===== config.mk =====
export PLATFORM = sky130hd
export DESIGN_NAME = dkc_csr_bank
export DESIGN_NICKNAME = d
export VERILOG_FILES = /design/src/logic/dkc_pkg.sv /design/src/logic/dkc_csr_bank.sv /design/src/logic/dkc_op_timer.sv
export SDC_FILE = /design/constraint.sdc
export NUM_CORES = 1
export LEC_CHECK = 0
export ABC_CLOCK_PERIOD_IN_PS = 2600
export CAP_MARGIN = 10
export CORE_ASPECT_RATIO = 0.7
export CORE_MARGIN = 4
export CORE_UTILIZATION = 45
export DETAILED_ROUTE_END_ITERATION = 16
export DONT_BUFFER_PORTS = 1
export PLACE_DENSITY = 0.61
export SLEW_MARGIN = 0
export SYNTH_ARGS = -nofsm -noshare
export SYNTH_HDL_FRONTEND = slang
export SYNTH_HIERARCHICAL = 1
export SYNTH_SLANG_ARGS = --single-unit

===== constraint.sdc =====
create_clock -name sys_clk -period 2.6 [get_ports sys_clk]
set_input_delay 0.52 -clock sys_clk [delete_from_list [all_inputs] [get_ports sys_clk]]
set_output_delay 0.52 -clock sys_clk [all_outputs]
set_load 0.02 [all_outputs]

===== src/logic/dkc_pkg.sv =====
// Constants, field positions and carrier types of the disk controller register bank
package dkc_pkg;
	// Register byte addresses
	localparam logic [23:0] ADDR_BYTE_COUNT = 24'h0F2608;
	localparam logic [23:0] ADDR_CONTROL_STATUS = 24'hF26200;
	localparam logic [23:0] ADDR_MEM_START = 24'hF26204;
	localparam logic [23:0] ADDR_DISK_LOC = 24'hF2620C;
	localparam logic [23:0] ADDR_STATUS_CMD = 24'hF26210;
	localparam logic [23:0] ADDR_CORR_POS = 24'hF26214;
	localparam logic [23:0] ADDR_CORR_PAT = 24'hF26218;
	localparam logic [23:0] ADDR_RESET_TRIG = 24'hF2621C;
	localparam logic [31:0] RESET_TRIGGER_VALUE = 32'hFFFFFFFF;

	// Control/status word field positions
	localparam int CS_FUNC_LO = 1;
	localparam int CS_IE = 6;
	localparam int CS_CONTROLLER_READY = 7;
	localparam int CS_DS_LO = 8;
	localparam int CS_ATTN_LO = 16;
	localparam int CS_SKIP_SECTOR_INHIBIT = 22;
	localparam int CS_SSE = 23;
	localparam int CS_IR = 24;
	localparam int CS_MTN = 25;
	localparam int CS_AUTO_SKIP_DISABLE = 27;
	localparam int CS_TOI = 28;
	localparam int CS_FMT = 29;
	localparam int CS_MASK = 31;

	// Correction status codes
	localparam logic [1:0] ECS_NONE = 2'h0;
	localparam logic [1:0] ECS_BUSY = 2'h1;
	localparam logic [1:0] ECS_HARD = 2'h2;
	localparam logic [1:0] ECS_FIXED = 2'h3;

	// Operation timeout
	localparam int unsigned OPI_TIMEOUT_MS = 150;
	localparam int unsigned CLK_HZ = 20000000;
	localparam int unsigned OPI_TIMEOUT_CYCLES = OPI_TIMEOUT_MS * (CLK_HZ / 1000);

	typedef enum logic [1:0] {
		CTL_IDLE = 2'h1,
		CTL_RUN = 2'h2
	} dkc_ctl_t;

	typedef enum logic [8:0] {
		CMD_NOP = 9'h001,
		CMD_WRITE_CHECK = 9'h002,
		CMD_GET_STATUS = 9'h004,
		CMD_SEEK = 9'h008,
		CMD_READ_HEADER = 9'h010,
		CMD_WRITE_DATA = 9'h020,
		CMD_READ_DATA = 9'h040,
		CMD_READ_NO_HDR = 9'h080,
		CMD_FORMAT = 9'h100
	} dkc_cmd_t;

	// Events from the microsequencer and data path, one-cycle pulses
	typedef struct packed {
		logic done;
		logic hdrCrcErr;
		logic hdrNotFound;
		logic dataEccErr;
		logic dataLate;
		logic memFault;
		logic displacedSector;
		logic syndromeNonzero;
		logic correctOk;
		logic correctFail;
	} dkc_seq_evt_t;

	// Drive status pins, one bit per drive
	typedef struct packed {
		logic [3:0] ready;
		logic [3:0] seekDone;
		logic [3:0] fault;
	} dkc_drv_pins_t;

	// Control towards the microsequencer
	typedef struct packed {
		logic start;
		logic abort;
		dkc_cmd_t command;
		logic [1:0] driveSel;
		logic maintenance;
		logic skipManual;
		logic skipInhibit;
	} dkc_seq_ctl_t;

	// Function code and format select to command
	function automatic dkc_cmd_t dkc_decode(input logic fmt, input logic [2:0] code);
		dkc_cmd_t cmd;
		cmd = CMD_NOP;
		unique case (code)
			3'h0: cmd = fmt ? CMD_FORMAT : CMD_NOP;
			3'h1: cmd = CMD_WRITE_CHECK;
			3'h2: cmd = CMD_GET_STATUS;
			3'h3: cmd = CMD_SEEK;
			3'h4: cmd = CMD_READ_HEADER;
			3'h5: cmd = CMD_WRITE_DATA;
			3'h6: cmd = CMD_READ_DATA;
			3'h7: cmd = CMD_READ_NO_HDR;
		endcase
		return cmd;
	endfunction
endpackage


===== src/logic/dkc_csr_bank.sv =====
// Register bank and control/status word of the disk controller
`timescale 1ns/10ps
// Contract
// - Two-bit drive select picks drive 0 to 3; cleared on initialize.
// - Software writes function code run on ready clear; cleared on initialize.
// - Codes 0-7 decode to the eight functions; code 0 plus format selects format.
// - Clearing ready starts a function; ready sets on completion, error or initialize.
// - Interrupt enable gates termination interrupts; read/write, cleared on initialize.
// - A drive attention flag setting raises an interrupt when interrupt enable is set.
// - Drive ready reads clear while a seek runs, set again after.
// - Operation incomplete sets on timeout, header check error or skipped sector.
// - Data check means data ECC error, or header CRC error with incomplete set.
// - Data late means CPU too slow, or header not found with incomplete set.
// - Memory access failure sets nonexistent memory, incomplete and data late.
// - Error bits 13 to 10 clear on initialize or function start.
// - Drive fault follows selected drive but forces no error before ready.
// - Composite error is the OR of bits 14-10; it terminates and interrupts.
// - Per-drive attention on seek done or idle ready change; write one clears.
// - Correction status 00, then 01 on syndrome, then 11 success or 10 failure.
// - Skip sector inhibit suppresses skip sector errors until cleared.
// - Skip sector flag sets on displaced sector header; writable, init clears.
// - Interrupt request bit shows the request line; write one clears.
// - With auto skip disable clear, skip sectors are handled automatically.
// - Timeout disable stops the operation timeout counter.
// - Writing minus one to the reset trigger initializes the whole controller; the code keeps the drive pin pipeline and filtered drive flags.
// - Attention write mask stops control/status writes clearing attention flags.
module dkc_csr_bank #(
	parameter int unsigned TIMEOUT_CYCLES = dkc_pkg::OPI_TIMEOUT_CYCLES
) (
	input wire logic sys_clk,
	input wire logic nrst,
	input wire logic cyc_i,
	input wire logic stb_i,
	input wire logic we_i,
	input wire logic [23:0] adr_i,
	input wire logic [3:0] sel_i,
	input wire logic [31:0] dat_i,
	output logic [31:0] dat_o,
	output logic ack_o,
	input wire dkc_pkg::dkc_seq_evt_t seqEvt,
	input wire dkc_pkg::dkc_drv_pins_t drvPins,
	input wire logic [12:0] corrPosition,
	input wire logic [10:0] corrPattern,
	output dkc_pkg::dkc_seq_ctl_t seqCtl,
	output logic [31:0] byteCount,
	output logic [31:0] memStart,
	output logic [31:0] diskLoc,
	output logic [31:0] statusCmd,
	output logic busIrq
);
	typedef struct packed {
		dkc_pkg::dkc_ctl_t ctl;
		logic [2:0] func;
		logic ie;
		logic [1:0] ds;
		logic operation_incomplete;
		logic data_check;
		logic data_late;
		logic nonexistent_memory;
		logic de;
		logic [3:0] attn;
		logic [1:0] ecs;
		logic skip_sector_inhibit;
		logic skip_sector_flag;
		logic ir;
		logic maintenance_mode;
		logic auto_skip_disable;
		logic timeout_disable;
		logic fmt;
		logic mask;
		logic [3:0] seekBusy;
		dkc_pkg::dkc_drv_pins_t s1;
		dkc_pkg::dkc_drv_pins_t s2;
		dkc_pkg::dkc_drv_pins_t s3;
		logic [3:0] readyF;
		logic [3:0] seekF;
		logic [3:0] faultF;
		logic [31:0] byteCount;
		logic [31:0] memStart;
		logic [31:0] diskLoc;
		logic [31:0] statusCmd;
		logic [31:0] resetTrig;
		logic [31:0] rdata;
		logic ack;
		logic start;
		logic abort;
	} dkc_bank_t;
	localparam dkc_bank_t RESET_ST = '{ctl: dkc_pkg::CTL_IDLE, default: '0};
	dkc_bank_t st;
	dkc_bank_t next_st;
	logic req;
	logic wrReq;
	logic wrCsr;
	logic idle;
	logic running;
	logic softInit;
	logic startReq;
	logic skipErr;
	logic errEvt;
	logic expired;
	logic drive_ready_flag;
	logic errBit;
	logic [3:0] newReady;
	logic [3:0] newSeek;
	logic [3:0] newFault;
	logic [3:0] seekEdge;
	logic [3:0] readyChg;
	logic [3:0] attnSet;
	logic [3:0] attnClr;
	logic [31:0] csrView;
	// Take a synchronised level only once stages two and three agree
	function automatic logic [3:0] dkc_filter(input logic [3:0] old, input logic [3:0] a,
		input logic [3:0] b);
		return (old & (a ^ b)) | (b & ~(a ^ b));
	endfunction
	// Byte-lane merge of a 32-bit write
	function automatic logic [31:0] dkc_merge(input logic [31:0] old, input logic [31:0] wd,
		input logic [3:0] sel);
		logic [31:0] res;
		res = old;
		for (int i = 0; i < 4; i++) begin
			if (sel[i]) begin
				res[i*8 +: 8] = wd[i*8 +: 8];
			end
		end
		return res;
	endfunction
	// Bus request decode
	assign req = cyc_i & stb_i & ~st.ack;
	assign wrReq = req & we_i;
	assign wrCsr = wrReq && (adr_i == dkc_pkg::ADDR_CONTROL_STATUS);
	assign idle = st.ctl == dkc_pkg::CTL_IDLE;
	assign running = st.ctl == dkc_pkg::CTL_RUN;
	assign softInit = wrReq && (adr_i == dkc_pkg::ADDR_RESET_TRIG) && (sel_i == 4'hF)
		&& (dat_i == dkc_pkg::RESET_TRIGGER_VALUE);
	assign startReq = wrCsr & sel_i[0] & idle & ~dat_i[dkc_pkg::CS_CONTROLLER_READY];
	// Filtered drive pins and their events
	assign newReady = dkc_filter(st.readyF, st.s2.ready, st.s3.ready);
	assign newSeek = dkc_filter(st.seekF, st.s2.seekDone, st.s3.seekDone);
	assign newFault = dkc_filter(st.faultF, st.s2.fault, st.s3.fault);
	assign seekEdge = newSeek & ~st.seekF;
	assign readyChg = newReady ^ st.readyF;
	// Seek completion, or ready change while idle and not seeking
	assign attnSet = (seekEdge & st.seekBusy) | ({4{idle}} & readyChg & ~st.seekBusy);
	assign attnClr = (wrCsr && sel_i[2] && !st.mask) ? dat_i[19:16] : 4'h0;
	// Skip sector errors count only under software control and when not inhibited
	assign skipErr = seqEvt.displacedSector & st.auto_skip_disable & ~st.skip_sector_inhibit;
	assign errEvt = running & (seqEvt.hdrCrcErr | seqEvt.hdrNotFound | seqEvt.dataEccErr
		| seqEvt.dataLate | seqEvt.memFault | skipErr | expired);
	// Status word view
	assign drive_ready_flag = st.readyF[st.ds] & ~st.seekBusy[st.ds];
	assign errBit = st.operation_incomplete | st.data_check | st.data_late | st.nonexistent_memory | (st.de & idle);
	assign csrView = {st.mask, 1'b0, st.fmt, st.timeout_disable, st.auto_skip_disable, 1'b0, st.maintenance_mode, st.ir,
		st.skip_sector_flag, st.skip_sector_inhibit, st.ecs, st.attn, errBit, st.de, st.nonexistent_memory, st.data_late, st.data_check, st.operation_incomplete,
		st.ds, idle, st.ie, 2'b00, st.func, drive_ready_flag};
	// Operation timeout, held off by the disable bit
	dkc_op_timer #(
		.CYCLES(TIMEOUT_CYCLES)
	) u_timer (
		.sys_clk(sys_clk),
		.nrst(nrst),
		.clear(startReq | softInit),
		.run(running & ~st.timeout_disable),
		.expired(expired)
	);

	// Next state of the whole bank
	always_comb begin
		next_st = st;
		next_st.start = 1'b0;
		next_st.abort = 1'b0;
		next_st.ack = req;
		// Registered read data
		if (req && !we_i) begin
			unique case (adr_i)
				dkc_pkg::ADDR_CONTROL_STATUS: next_st.rdata = csrView;
				dkc_pkg::ADDR_BYTE_COUNT: next_st.rdata = st.byteCount;
				dkc_pkg::ADDR_MEM_START: next_st.rdata = st.memStart;
				dkc_pkg::ADDR_DISK_LOC: next_st.rdata = st.diskLoc;
				dkc_pkg::ADDR_STATUS_CMD: next_st.rdata = st.statusCmd;
				dkc_pkg::ADDR_CORR_POS: next_st.rdata = {19'h0, corrPosition};
				dkc_pkg::ADDR_CORR_PAT: next_st.rdata = {21'h0, corrPattern};
				dkc_pkg::ADDR_RESET_TRIG: next_st.rdata = st.resetTrig;
				default: next_st.rdata = 32'h0;
			endcase
		end
		// Pin synchronisers, three stages
		next_st.s1 = drvPins;
		next_st.s2 = st.s1;
		next_st.s3 = st.s2;
		next_st.readyF = newReady;
		next_st.seekF = newSeek;
		next_st.faultF = newFault;
		// Plain read/write registers
		if (wrReq && adr_i == dkc_pkg::ADDR_BYTE_COUNT) begin
			next_st.byteCount = dkc_merge(st.byteCount, dat_i, sel_i);
		end
		if (wrReq && adr_i == dkc_pkg::ADDR_MEM_START) begin
			next_st.memStart = dkc_merge(st.memStart, dat_i, sel_i);
		end
		if (wrReq && adr_i == dkc_pkg::ADDR_DISK_LOC) begin
			next_st.diskLoc = dkc_merge(st.diskLoc, dat_i, sel_i);
		end
		if (wrReq && adr_i == dkc_pkg::ADDR_STATUS_CMD) begin
			next_st.statusCmd = dkc_merge(st.statusCmd, dat_i, sel_i);
		end
		if (wrReq && adr_i == dkc_pkg::ADDR_RESET_TRIG) begin
			next_st.resetTrig = dkc_merge(st.resetTrig, dat_i, sel_i);
		end
		// Software writes to the control/status word
		if (wrCsr && sel_i[0]) begin
			next_st.func = dat_i[dkc_pkg::CS_FUNC_LO +: 3];
			next_st.ie = dat_i[dkc_pkg::CS_IE];
		end
		if (wrCsr && sel_i[1]) begin
			next_st.ds = dat_i[dkc_pkg::CS_DS_LO +: 2];
		end
		if (wrCsr && sel_i[2]) begin
			next_st.skip_sector_inhibit = dat_i[dkc_pkg::CS_SKIP_SECTOR_INHIBIT];
			next_st.skip_sector_flag = dat_i[dkc_pkg::CS_SSE];
		end
		if (wrCsr && sel_i[3]) begin
			next_st.maintenance_mode = dat_i[dkc_pkg::CS_MTN];
			next_st.auto_skip_disable = dat_i[dkc_pkg::CS_AUTO_SKIP_DISABLE];
			next_st.timeout_disable = dat_i[dkc_pkg::CS_TOI];
			next_st.fmt = dat_i[dkc_pkg::CS_FMT];
			next_st.mask = dat_i[dkc_pkg::CS_MASK];
			next_st.ir = st.ir & ~dat_i[dkc_pkg::CS_IR];
		end
		next_st.attn = st.attn & ~attnClr;
		// Launch: ready cleared by software, errors of the last function dropped
		if (startReq) begin
			next_st.ctl = dkc_pkg::CTL_RUN;
			next_st.start = 1'b1;
			next_st.operation_incomplete = 1'b0;
			next_st.data_check = 1'b0;
			next_st.data_late = 1'b0;
			next_st.nonexistent_memory = 1'b0;
			next_st.ecs = dkc_pkg::ECS_NONE;
			if (dkc_pkg::dkc_decode(next_st.fmt, next_st.func) == dkc_pkg::CMD_SEEK) begin
				next_st.seekBusy[next_st.ds] = 1'b1;
			end
		end
		// Drive events
		next_st.seekBusy = next_st.seekBusy & ~seekEdge;
		next_st.de = newFault[next_st.ds];
		// Error capture while a function runs
		if (running) begin
			if (expired) begin
				next_st.operation_incomplete = 1'b1;
			end
			if (seqEvt.hdrCrcErr) begin
				next_st.operation_incomplete = 1'b1;
				next_st.data_check = 1'b1;
			end
			if (seqEvt.hdrNotFound) begin
				next_st.operation_incomplete = 1'b1;
				next_st.data_late = 1'b1;
			end
			next_st.data_check = next_st.data_check | seqEvt.dataEccErr;
			next_st.data_late = next_st.data_late | seqEvt.dataLate;
			if (seqEvt.memFault) begin
				next_st.nonexistent_memory = 1'b1;
				next_st.operation_incomplete = 1'b1;
				next_st.data_late = 1'b1;
			end
			if (skipErr) begin
				next_st.skip_sector_flag = 1'b1;
				next_st.operation_incomplete = 1'b1;
			end
		end
		// Correction status progression
		if (seqEvt.syndromeNonzero && st.ecs == dkc_pkg::ECS_NONE) begin
			next_st.ecs = dkc_pkg::ECS_BUSY;
		end else if (seqEvt.correctOk && st.ecs == dkc_pkg::ECS_BUSY) begin
			next_st.ecs = dkc_pkg::ECS_FIXED;
		end else if (seqEvt.correctFail && st.ecs == dkc_pkg::ECS_BUSY) begin
			next_st.ecs = dkc_pkg::ECS_HARD;
		end
		// Termination, normal or by error
		if (running && (seqEvt.done || errEvt)) begin
			next_st.ctl = dkc_pkg::CTL_IDLE;
			next_st.abort = errEvt;
			next_st.ir = next_st.ir | st.ie;
		end
		// Attention flags, hardware set wins over software clear
		next_st.attn = next_st.attn | attnSet;
		next_st.ir = next_st.ir | ((|attnSet) & st.ie);
		// Initialize through the reset trigger keeps the pin pipeline
		if (softInit) begin
			next_st = RESET_ST;
			next_st.s1 = st.s1;
			next_st.s2 = st.s2;
			next_st.s3 = st.s3;
			next_st.readyF = st.readyF;
			next_st.seekF = st.seekF;
			next_st.faultF = st.faultF;
			next_st.ack = 1'b1;
		end
	end

	// State register
	always_ff @(posedge sys_clk or negedge nrst) begin
		if (!nrst) begin
			st <= RESET_ST;
		end else begin
			st <= next_st;
		end
	end

	// Outputs
	assign dat_o = st.rdata;
	assign ack_o = st.ack;
	assign busIrq = st.ir;
	assign byteCount = st.byteCount;
	assign memStart = st.memStart;
	assign diskLoc = st.diskLoc;
	assign statusCmd = st.statusCmd;
	assign seqCtl.start = st.start;
	assign seqCtl.abort = st.abort;
	assign seqCtl.command = dkc_pkg::dkc_decode(st.fmt, st.func);
	assign seqCtl.driveSel = st.ds;
	assign seqCtl.maintenance = st.maintenance_mode;
	assign seqCtl.skipManual = st.auto_skip_disable;
	assign seqCtl.skipInhibit = st.skip_sector_inhibit;
endmodule


===== src/logic/dkc_op_timer.sv =====
// Operation timeout counter of the disk controller
`timescale 1ns/10ps
module dkc_op_timer #(
	parameter int unsigned CYCLES = dkc_pkg::OPI_TIMEOUT_CYCLES
) (
	input wire logic sys_clk,
	input wire logic nrst,
	input wire logic clear,
	input wire logic run,
	output logic expired
);
	typedef struct packed {
		logic [31:0] count;
		logic fired;
		logic pulse;
	} dkc_timer_t;

	dkc_timer_t st;
	dkc_timer_t next_st;

	// Count while running, pulse once at the limit
	always_comb begin
		next_st = st;
		next_st.pulse = 1'b0;
		if (clear) begin
			next_st.count = 32'h0;
			next_st.fired = 1'b0;
		end else if (run && !st.fired) begin
			if (st.count == 32'(CYCLES - 1)) begin
				next_st.fired = 1'b1;
				next_st.pulse = 1'b1;
			end else begin
				next_st.count = st.count + 32'h1;
			end
		end
	end

	// State register
	always_ff @(posedge sys_clk or negedge nrst) begin
		if (!nrst) begin
			st <= '0;
		end else begin
			st <= next_st;
		end
	end

	assign expired = st.pulse;
endmodule


# Word level (Yosys, flattened, before mapping)
# Cells that the tools add are included.
# word_totals
reg_bits	308
input_bits	111
output_inout_bits	178
word_cells	283
# op_classes
addsub	1
n_lt_le_gt_ge	3
n_eq_ne	30
muxes	59
n_bitwise	64
n_reduce_logical	67
# op_table
cell	n
$mux W274	1
$pmux W32 S8	1
$mux W32	7
$eq A24 B24 Y1 const B	7
$pmux W9 S8	2
$and A4 B4 Y4	12
$reduce_and A2 Y1	22
$mux W34	1
$mux W33	1
$add A32 B1 Y32 const B	1
$eq A32 B22 Y1 const B	1
$eq A32 B32 Y1 const B	1
$mux W8	4
$reduce_bool A2 Y1	15
$not A4 Y4	7
$mux W9	3
$eq A24 B20 Y1 const B	1
$eq A3 B3 Y1 const B	8
$mux W2	12
$mux W4	6
$or A4 B4 Y4	6
$logic_and A1 B1 Y1	20
$mux W1	16
$xor A4 B4 Y4	4
other kinds (22)	65

# Logic depth before layout (Yosys ltp)
# Gate-level depths: netlist of run 1.
# logic_depth
word_depth	16
ltp_mapped	10
mapped_depth_nobuf	7

# Hierarchy
# The synthesis of run 1 kept the hierarchy.
# by_module_without_submodules
mod	n_inst	cells_per_inst	area_per_inst_um2	seq_area_each_um2
dkc_csr_bank	1	1444	13904.6	6857.8
dkc_op_timer	1	197	1889.3	850.8

# Worst setup path after synthesis of run 1
# Ideal clock, no wire load.
# synth_timing
path_kind	input -> register
from	in adr_i[5]
to	reg u_timer/st[4] in the netlist's numbering
setup_ns	0.136
arrival_ns	2.528
t_required_ns	2.464
slack_ns	-0.064
cell_stages	9
path_buffers	3
path_cell_list	nor3_2 -> nand2b_1 -> buf_2 -> nor4_2 -> nand3_1 -> nand2b_1 -> clkbuf_1 -> clkbuf_1 -> nor3_1
# synth_between
elab_chain_len	8
elab_cells_between_ends	14
cone_classes	eq/ne (3); mux (1); bitwise (4); reduce/logical (6)
# synth_lines
item	line	source
from (decl)	dkc_csr_bank.sv:35	input wire logic [23:0] adr_i,
$eq A24 B24 Y1	dkc_csr_bank.sv:131	assign wrCsr = wrReq && (adr_i == dkc_pkg::ADDR_CONTROL_STATUS);
$logic_and A1 B1 Y1	dkc_csr_bank.sv:131	
$and A1 B1 Y1 (3 in a row)	dkc_csr_bank.sv:136	assign startReq = wrCsr & sel_i[0] & idle & ~dat_i[dkc_pkg::CS_CONTROLLER_READY];
$or A1 B1 Y1 (*)	dkc_csr_bank.sv:162	.clear(startReq | softInit),
$ne A2 B1 Y1 (no line) or $reduce_bool A2 Y1 (tied branches)	--	
$reduce_and A2 Y1 (no line)	--	
to (signal assigned)	dkc_op_timer.sv:43	st <= next_st;
to (decl)	dkc_op_timer.sv:18	dkc_timer_t st;
# Every way passes the cells marked *; elsewhere a longest branch is shown, timed or not.
# A chain may end at the register's enable or synchronous reset.

# Worst setup path in the final report of run 1
# layout_timing
from	reg st (netlist bit ack_o)
to	reg st (netlist bit dat_o[7])
# layout_between
elab_chain_len	7
elab_cells_between_ends	9
cone_classes	mux (1); bitwise (3); reduce/logical (5)
# layout_lines
item	line	source
from (decl)	dkc_csr_bank.sv:89	dkc_bank_t st;
from (signal assigned)	dkc_csr_bank.sv:307	st <= next_st;
$not A1 Y1 (*)	dkc_csr_bank.sv:129	assign req = cyc_i & stb_i & ~st.ack;
$and A1 B1 Y1 (*)	dkc_csr_bank.sv:129	
$and A1 B1 Y1	dkc_csr_bank.sv:130	assign wrReq = req & we_i;
$logic_and A1 B1 Y1 (2 in a row)	dkc_csr_bank.sv:134	assign softInit = wrReq && (adr_i == dkc_pkg::ADDR_RESET_TRIG) && (sel_i == 4'hF)
$logic_and A1 B1 Y1	dkc_csr_bank.sv:135	&& (dat_i == dkc_pkg::RESET_TRIGGER_VALUE);
$mux W274 or $reduce_bool A2 Y1 (tied branches)	--	
# Marked as above.

==> results of run 1 <==
==> cell usage after synthesis, types with 5 or more instances <==
library cell / count
and3_1: 10
o22ai_1: 25
nor4b_1: 7
a22oi_1: 51
o21ai_1: 17
buf_2: 11
a222oi_1: 5
nand2b_1: 8
o31ai_1: 6
dfrtp_1: 307
a21oi_1: 39
xor2_1: 18
and3b_1: 6
nand4_1: 34
inv_1: 22
or4_1: 6
a22o_1: 51
nand2_1: 195
o2bb2ai_1: 40
o21ai_2: 9
nor2_1: 101
a21o_1: 32
nand3_1: 60
o21ai_0: 160
a221oi_1: 32
a211oi_1: 7
nor3b_1: 5
and2_1: 5
nor4_1: 14
nor3_1: 23
mux2i_1: 10
or3_1: 7
and4_1: 9
buf_4: 168
clkbuf_1: 69
==> critical path: stages, from the launching register on <==
cell and delay, ns:
dfrtp_1 0.41, nand4b_1 0.29, buf_12 0.23, nor3_1 0.27, and4_1 0.39, nand2_4 0.09
buf_4 0.27, nand3_1 0.15, o21ai_0 0.09
==> layout make-up <==
type	count	share of cell area (%)
sequential	308	46.14
multi-input combinational	1058	38.75
clock buffer	39	5.243
timing repair buffer	85	4.344
tap	472	3.535
clock inverter	17	1.490
inverter	22	0.4943
==> flip-flops by register name, summed over array words and instances, names as in the netlist <==
| register | flops |
|---|---|
| ack_o | 1 |
| busIrq | 1 |
| byteCount | 32 |
| csrView | 19 |
| dat_o | 32 |
| diskLoc | 32 |
| memStart | 32 |
| seqCtl | 7 |
| st | 86 |
| statusCmd | 32 |
| u_timer/expired | 1 |
| u_timer/st | 33 |
==> metrics by stage <==
step | setup WS [ns] | utilization (%)
4_1_cts | 0.2368 | 48.20
2_1_floorplan | 0.01789 | -
6_report | 0.2051 | 48.20
3_3_place_gp | 0.1359 | 44.95
3_5_place_dp | 0.02666 | 44.95
5_1_grt | 0.06885 | 48.20
==> power breakdown <==
part	total (mW)	internal (mW)	switching, mW
registers	4.93	4.86	0.0719
clock network	4.95	2.97	1.98
logic	0.286	0.112	0.174
total	10.2	7.94	2.22
==> cells by family (layout without fill, tap and decap cells) <==
logic type | after synthesis | in the layout
adders and majority gates | 4 | 4
muxes | 14 | 14
AOI/OAI and AO/OA | 491 | 491
and+or+nand+nor | 529 | 529
xor gates and xnor gates | 20 | 20
buffers and inverters | 275 | 163
DFF | 308 | 308
==> metal layers <==
| metal | vias to the layer above | part of all wire (%) |
|---|---|---|
| met5 | - | 0.024 |
| met4 | 2 | 3.9 |
| met3 | 113 | 11 |
| met2 | 655 | 43 |
| met1 | 6334 | 42 |
| li1 | 5583 | - |
==> final timing paths <==
| check | depth (start not counted) | end | start |
|---|---|---|---|
| max in group asynchronous | 0 | st[238] | nrst |
| worst min register to register | 2 | st[230] | st[242] |
| min in group sys_clk | 2 | st[235] | drvPins[4] |
| worst max register to register | 8 | dat_o[7] | ack_o |
| worst max-delay path | 8 | dat_o[7] | ack_o |
| worst min-delay path | 0 | st[37] | nrst |
==> key figures, run 1 <==
Status
  • Status: finished with violations
  • Failing checks: negative hold slack

Place
  • Cell area after placement: 15580 um2
  • Port bufs: 0
  • Routability cong.: 0.9251
  • Cell count after placement: 1945
  • Dpl hpwl: 38190 um

Power and ir drop
  • Worst VDD drop: 0.3891 mV
  • LEAKAGE: 7.270 nW
  • Total power: 10.16 mW
  • Pwr dens: 608.2 nW/um2

Drt
  • Via count: 12690
  • Drt first pass iters: 6
  • Starting DRT DRC Count: 1482
  • Via density: 6.340
  • Wire length per cell: 27.05 um
  • Routed Antenna Nets: 0
  • DRC violations left: 0
  • Final wirelength: 54130 um

Timing
  • # setup viols final: 0
  • Slew headroom: 40.54%
  • Actual transition at the worst max-transition pin: 0.8860 ns
  • Fin crit period: 2.395 ns
  • Fmax: 0.4175 GHz
  • RSZ-0062 raised after global routing: no
  • Clk_skew: 0.01889 ns
  • Number of hold violations in the final report: 307
  • Min Hold Slack: -0.3724 ns
  • Setup TNS Final: 0 ns
  • Slew Limit Fails: 0
  • Period utilisation layout: 92.11%

Logic synthesis
  • Synth Area in Compound Gates: 20.99%
  • Synth top area cells: dfrtp_1 (49%), buf_4 (8.0%), o21ai_0 (5.1%), nand2_1 (4.6%), a22o_1 (2.8%)
  • Mux contribution to synthesized area: 0.9190%
  • Top cell type's share of synthesized area: 48.64%
  • Primary FF master, synth: dfrtp_1
  • Synth Net Count: 1753
  • Simple-gate share of the synthesized area: 17.24%
  • Async SR Flop Fraction: 100.0%
  • Register area share after synthesis: 48.81%
  • Synthesized-area fraction occupied by adder cells: 0.2693%
  • Post-synth cell types: 74
  • Cell taking the most area after synthesis: dfrtp_1
  • Synth Instances: 1641
  • Synth warnings: 6
  • Mapped cell area: 15790 um2
  • EDFF count, synth: 0
  • Largest family of logic cells by synthesized area: compound AO/OA/AOI/OAI gates
  • Xor and xnor area share after synthesis: 1.109%
  • Syn_area_per_cell: 9.625 um2
  • Seq cells post-synth: 308

Job
  • Total of max-cap violations: 0

Cells and area
  • Syn-to-layout area delta: 5.775%
  • Share of post-route cells with drive strength above 1: 11.97%
  • Commonest cells after routing, fill and taps aside: dfrtp_1 (307), nand2_1 (194), o21ai_0 (160)
  • Multi-input gate area: 6474 um2
  • Fin cells: 2001
  • Post-route cell area: 16710 um2
  • Final nets: 1617
  • Antenna diodes: 0
  • Commonest non-fill, non-tap cell in the layout: dfrtp_1
  • Register area: 7709 um2
  • Fillers: 3246

CTS
  • Clk sink count: 308
  • Postcts setup bufs: 0
  • Clk root buf: clkbuf_16
  • Reg clk slew, reported paths: 0.06 ns
  • Worst-Skew Late Latency: 0.58 ns
  • CTS resizes: 0
  • Clock buffer depth: 3
  • Total CTS buffers: 30
  • TritonCTS clock tree: yes
  • Htree depth: 1

GRT
  • Gr busiest metal: met2
  • Vias in the first global route: 12200
  • Antenna violations before repair: 1
  • All-Layer GR Usage: 27.62%
  • M2 GR Usage: 41.71%
  • Pin count of the biggest net entering global routing: 309
  • Grt total ovfl: 0
  • Met3 Track Usage GR: 8.603%
  • Met1 usage: 38.04%
  • First-pass GRT wire length: 80540 um

Die
  • I/O pin count: 289
  • Initial Utilization: 45.57%
  • Area of the die: 38210 um2
  • Core area: 34660 um2
  • Die W: 231.9 um
  • Site row count: 57
  • Die height: 164.7 um

Critical path
  • R2R setup slack: 0.21 ns
  • Crit path kind: reg -> reg
  • Worst EP arrival: 2.82 ns
  • CP required: 3.03 ns
  • Startpoint Class: flop
  • Endpoint class of the critical path: flop
  • Max FO, Critical Path: 34

Worst hold path
  • Class of the worst hold path: in -> async
Note: power is estimated with default switching activity, not from simulation.
==> inputs of run 2 (changes only) <==
--- a/config.mk
+++ b/config.mk
@@ -5,6 +5,7 @@
 export SDC_FILE = /design/constraint.sdc
 export NUM_CORES = 1
 export LEC_CHECK = 0
+export ABC_AREA = 1
 export ABC_CLOCK_PERIOD_IN_PS = 2600
 export CAP_MARGIN = 10
 export CORE_ASPECT_RATIO = 0.7
==> run 2 against run 1 <==
Effect of this change: total power down 0.77%; sequential share of layout area down 3.9 points; the run still ends with negative hold slack left; synthesized area up 12%; first-iteration DRC count up 41%; non-clock buffer count down 36.
==> key figures, run 2 <==
Status
  • Status: finished with violations
  • Failing checks: negative hold slack

Cells and area
  • Commonest non-fill, non-tap cell in the layout: nand2_1
  • Fillers: 3929
  • Max reg flops: 86
  • Largest registers: st (86), u_timer/st (33)
  • Share of post-route cells with drive strength above 1: 7.471%
  • Post-Route Utilization: 47.25%
  • Largest register by flop count: st
  • Final nets: 2353
  • Syn-to-layout area delta: 2.882%
  • Commonest cells after routing, fill and taps aside: nand2_1 (871), dfrtp_1 (307), inv_1 (212)

Logic synthesis
  • Most common library cells after synthesis: nand2_1 (871), dfrtp_1 (307), inv_1 (212), nand4_1 (191), buf_4 (169)
  • Mapped cell area: 17760 um2
  • Most numerous cell in the Yosys netlist: nand2_1
  • Syn_area_per_cell: 7.301 um2
  • Primary FF master, synth: dfrtp_1
  • Synth top area cells: dfrtp_1 (43%), nand2_1 (18%), buf_4 (7.1%), nand4_1 (6.7%), inv_1 (4.5%)
  • Synth Instances: 2432
  • Post-synth cell types: 44
  • EDFF count, synth: 0
  • Cell taking the most area after synthesis: dfrtp_1
  • Register area share after synthesis: 43.41%
  • Top cell type's share of synthesized area: 43.27%
  • Seq cells post-synth: 308
  • Synth Net Count: 2544
  • Synth warnings: 6
  • Async SR Flop Fraction: 100.0%

Power and ir drop
  • Seq pwr share: 49.0%
  • Worst VDD drop: 0.5234 mV
  • Net Switching: 2.288 mW
  • Pwr dens: 551.9 nW/um2
  • Combinational share of power: 2.6%
  • Net Sw Frac: 22.69%
  • Clk network pwr share: 48.4%
  • LEAKAGE: 9.059 nW
  • Internal: 7.794 mW

CTS
  • Worst-Skew Late Latency: 0.60 ns
  • Reg clk slew, reported paths: 0.07 ns
  • CTS resizes: 0
  • Clk root buf: clkbuf_16
  • Htree depth: 1
  • Total CTS buffers: 31
  • Postcts setup bufs: 0
  • Clk sink count: 308
  • TritonCTS clock tree: yes
  • Clock buffer depth: 3

GRT
  • Vias in the first global route: 14560
  • Grt total ovfl: 0
  • All-Layer GR Usage: 27.57%
  • First-pass GRT wire length: 92380 um
  • Pin count of the biggest net entering global routing: 309
  • Antenna violations before repair: 1

Timing
  • Min Hold Slack: -0.3600 ns
  • RSZ-0062 raised after global routing: no
  • Period utilisation layout: 89.39%
  • Slew headroom: 37.16%
  • Number of hold violations in the final report: 307
  • Slew Limit Fails: 0
  • Clk_skew: 0.02331 ns
  • # setup viols final: 0
  • Actual transition at the worst max-transition pin: 0.9427 ns
  • Setup TNS Final: 0 ns
  • Fmax: 0.4303 GHz
  • Fin crit period: 2.324 ns

Drt
  • Routed Antenna Nets: 0
  • Via density: 5.657
  • Drt first pass iters: 6
  • Final wirelength: 60840 um
  • Via count: 15780
  • Wire length per cell: 21.81 um
  • DRC violations left: 0
  • Starting DRT DRC Count: 2089

Place
  • Port bufs: 0
  • Dpl hpwl: 43850 um
  • Routability cong.: 0.9464

Die
  • Die height: 174.2 um
  • Site row count: 60
  • Die W: 245.4 um
  • Area of the die: 42750 um2
  • Core area: 38660 um2
  • I/O pin count: 289
  • Initial Utilization: 45.93%

Critical path
  • CP required: 2.08 ns
  • Startpoint Class: flop
  • Crit path kind: reg -> out
  • Max FO, Critical Path: 6
  • Endpoint class of the critical path: output pin
  • Worst EP arrival: 1.80 ns

Job
  • Total of max-cap violations: 0

Worst hold path
  • Class of the worst hold path: in -> async
==> run 2: changes by cell type in the layout (fill, tap and decap cells not counted), sizes merged, moves of 67 or more <==
cell / previous run / this run
inv: 22 / 223
nand2: 198 / 892
nand3: 61 / 141
nand4: 37 / 191
nor2: 103 / 170
o21ai: 186 / 95
==> run 2: worst max-delay path, stage by stage, from the launching register on <==
cell and delay [ns]:
dfrtp_1 0.49, inv_1 0.14, nor3_1 0.58
==> run 2: cell families after synthesis <==
| group | share of synthesized area, % |
|---|---|
| DFF | 43.41 |
| xor gates and xnor gates | 0.2960 |
| and+or+nand+nor | 35.30 |
| adders and majority gates | 0.07046 |
| AOI/OAI and AO/OA | 6.180 |
| buffers and inverters | 14.73 |
==> run 2: path summary, 6_finish.rpt <==
kind | start | end | slack (ns) | depth (start not counted)
setup / recovery | csrView[2] | seqCtl[12] | 0.28 | 2
hold / removal | nrst | st[242] | -0.36 | 0
setup reg to reg | ack_o | u_timer/st[24] | 0.34 | 14
hold reg to reg | st[235] | st[223] | 0.47 | 2
max in group asynchronous | nrst | dat_o[6] | 2.20 | 0
min in group sys_clk | drvPins[3] | st[234] | 0.04 | 2
==> run 2: metrics by stage <==
stage | setup WS (ns) | total power [mW] | cells | hold slack, ns | cell area [um2]
after floorplan | 0.03905 | 5.227 | 2432 | 0.2244 | 17760
after global placement | 0.1620 | 5.276 | 2735 | 0.2461 | 17180
after detailed placement | 0.1171 | 5.288 | 2735 | 0.2427 | 17180
after CTS | 0.2468 | 10.15 | 2789 | -0.3905 | 18270
after global routing | 0.08201 | 10.39 | 2790 | -0.3951 | 18270
final | 0.2759 | 10.08 | 2790 | -0.3600 | 18270
==> run 2: area by class of cell <==
cell class / instances / area [um2] / share of cell area [%]
multi-input combinational: 1629 / 7465 / 40.86
clock buffer: 42 / 907.1 / 4.966
tap: 527 / 659.4 / 3.610
inverter: 222 / 840.8 / 4.603
sequential: 308 / 7709 / 42.20
timing repair buffer: 49 / 505.5 / 2.767
antenna: 1 / 2.502 / 0.01370
clock inverter: 12 / 178.9 / 0.9795
==> run 2: routing by layer <==
layer	GRT usage (%)	routed length, um	vias up
met2	39.36	25140	752
met4	6.567	1551	0
met3	7.386	6530	84
met5	0	0	-
met1	41.65	27620	7615
li1	-	-	7333
==> run 2: power by group through the flow <==
stage | clock network, mW | logic, mW | registers (mW)
2_1_floorplan | 0 | 0.239 | 4.99
3_3_place_gp | 0 | 0.258 | 5.02
3_5_place_dp | 0 | 0.265 | 5.02
4_1_cts | 4.95 | 0.266 | 4.93
5_1_grt | 5.14 | 0.309 | 4.94
6_report | 4.88 | 0.266 | 4.94
==> inputs of run 3 (changes only) <==
--- a/config.mk
+++ b/config.mk
@@ -14,6 +14,7 @@
 export DETAILED_ROUTE_END_ITERATION = 16
 export DONT_BUFFER_PORTS = 1
 export PLACE_DENSITY = 0.61
+export REMOVE_ABC_BUFFERS = 1
 export SLEW_MARGIN = 0
 export SYNTH_ARGS = -nofsm -noshare
 export SYNTH_HDL_FRONTEND = slang
==> run 3 against run 2 <==
Effect of this change: total power rose by 0.99%; clock skew shrank 0.0098 ns; clock power rose by 2%; final cell count up 0.82%; register-to-register slack lost 0.12 ns; largest cell class unchanged; core utilization up 0.48 points; the run still ends with negative hold slack left; largest power group is now clock; global-route usage grew 0.87 points; worst hold slack gained 0.048 ns; highest routed layer is now met5.
==> key figures, run 3 (synthesis gave the netlist of run 2 again) <==
Cells and area
  • Multi-input gate area: 7512 um2
  • Share of post-route cells with drive strength above 1: 8.403%
  • Final nets: 2376
  • Fillers: 3826
  • Syn-to-layout area delta: 3.932%
  • Max reg flops: 86
  • Largest registers: st (86), u_timer/st (33)
  • Commonest cells after routing, fill and taps aside: nand2_1 (871), dfrtp_1 (307), inv_1 (212)
  • Post-route cell area: 18450 um2
  • Largest register by flop count: st
  • Fin cells: 2813
  • Commonest non-fill, non-tap cell in the layout: nand2_1
  • Register area: 7709 um2

Place
  • Port bufs: 0
  • Routability cong.: 0.9454
  • Worst slack, placed: -0.01962 ns
  • Cell count after placement: 2755
  • Cell area after placement: 17340 um2
  • Dpl hpwl: 43850 um

Drt
  • Via density: 5.699
  • Met1 Wirelength: 26090 um
  • Starting DRT DRC Count: 1843
  • Final wirelength: 62410 um
  • DRC violations left: 0
  • Via count: 16030
  • Drt first pass iters: 6
  • DR WL met2: 27220 um
  • Wire length per cell: 22.19 um
  • Metal3 WL: 7728 um
  • Routed Antenna Nets: 0
  • Max layer used: met5

CTS
  • Clock buffer depth: 3
  • Clk sink count: 308
  • Clk root buf: clkbuf_16
  • Htree depth: 2
  • Total CTS buffers: 34
  • Postcts setup bufs: 0
  • Reg clk slew, reported paths: 0.06 ns
  • Worst-Skew Late Latency: 0.53 ns
  • CTS resizes: 0
  • TritonCTS clock tree: yes

Power and ir drop
  • Worst VDD drop: 0.3870 mV
  • Total power: 10.18 mW
  • Pwr dens: 551.8 nW/um2
  • LEAKAGE: 9.153 nW

Die
  • Die W: 245.4 um
  • Area of the die: 42750 um2
  • Site row count: 60
  • I/O pin count: 289
  • Die height: 174.2 um
  • Initial Utilization: 45.93%
  • Core area: 38660 um2

Timing
  • Fin crit period: 2.390 ns
  • Fmax: 0.4183 GHz
  • Actual transition at the worst max-transition pin: 1.089 ns
  • Slew Limit Fails: 0
  • Period utilisation layout: 91.94%
  • Slew headroom: 27.37%
  • Clk_skew: 0.01353 ns
  • RSZ-0062 raised after global routing: no
  • Final worst slack: 0.2097 ns
  • Number of hold violations in the final report: 307
  • Min Hold Slack: -0.3123 ns
  • # setup viols final: 0

GRT
  • First-pass GRT wire length: 94790 um
  • Vias in the first global route: 14890
  • Grt total ovfl: 0
  • Antenna violations before repair: 4
  • All-Layer GR Usage: 28.44%
  • Pin count of the biggest net entering global routing: 309

Critical path
  • Startpoint Class: flop
  • Endpoint class of the critical path: output pin
  • CP required: 2.08 ns
  • Worst EP arrival: 1.87 ns
  • Crit path kind: reg -> out
  • Max FO, Critical Path: 6

Job
  • Total of max-cap violations: 0

Worst hold path
  • Class of the worst hold path: in -> async

Status
  • Failing checks: negative hold slack
  • Status: finished with violations
run 3: cell types whose count changed in the layout (fill, tap and decap cells not counted), moves of 2 or more:
cell	before	now
nor2_4	5	9
clkbuf_1	2	6
nand3_2	0	2
clkbuf_8	9	6
clkbuf_16	31	35
nor2_2	8	4
buf_12	11	8
nor3_2	2	4
nand3_1	139	137
nor3_1	24	22
buf_4	38	61
run 3: worst max-delay path, stage by stage, from the launching register on:
cell     delay, ns
dfrtp_1       0.46
inv_1         0.23
nand3_1       0.22
nor2_1        0.43
run 3: per-stage QoR:
step / util (%) / TNS, ns / hold WS [ns]
4_1_cts: 47.72 / 0 / -0.3239
6_report: 47.73 / 0 / -0.3123
3_3_place_gp: 44.85 / 0 / 0.2382
5_1_grt: 47.73 / 0 / -0.3310
3_5_place_dp: 44.85 / -0.03318 / 0.2382
2_1_floorplan: - / -481.58 / 0.2244
run 3: where the power goes:
group          internal [mW]  switching [mW]  total [mW]
combinational          0.105           0.180       0.285
clock                   2.93            2.05        4.98
sequential              4.86          0.0533        4.91
run 3: area by class of cell:
class	instances	share of cell area, %
Sequential cell	308	41.77
Multi-Input combinational cell	1629	40.71
Clock buffer	47	5.316
Inverter	222	4.556
Tap cell	527	3.573
Timing Repair Buffer	69	3.349
Clock inverter	10	0.7119
Antenna cell	1	0.01356
run 3: path summary, 6_finish.rpt:
| check | end | start | slack, ns | cells after the start |
|---|---|---|---|---|
| min in group sys_clk | st[238] | drvPins[7] | 0.11 | 2 |
| hold / removal | dat_o[0] | nrst | -0.31 | 0 |
| hold reg to reg | st[225] | st[237] | 0.48 | 2 |
| setup / recovery | seqCtl[13] | csrView[3] | 0.21 | 3 |
| max in group asynchronous | u_timer/st[19] | nrst | 2.01 | 0 |
| setup reg to reg | u_timer/st[2] | ack_o | 0.22 | 15 |
run 3: layer usage:
layer,vias up,track usage (%)
met4,6,6.237
met2,823,42.90
met3,106,9.854
met5,-,0
li1,7395,-
met1,7702,39.82
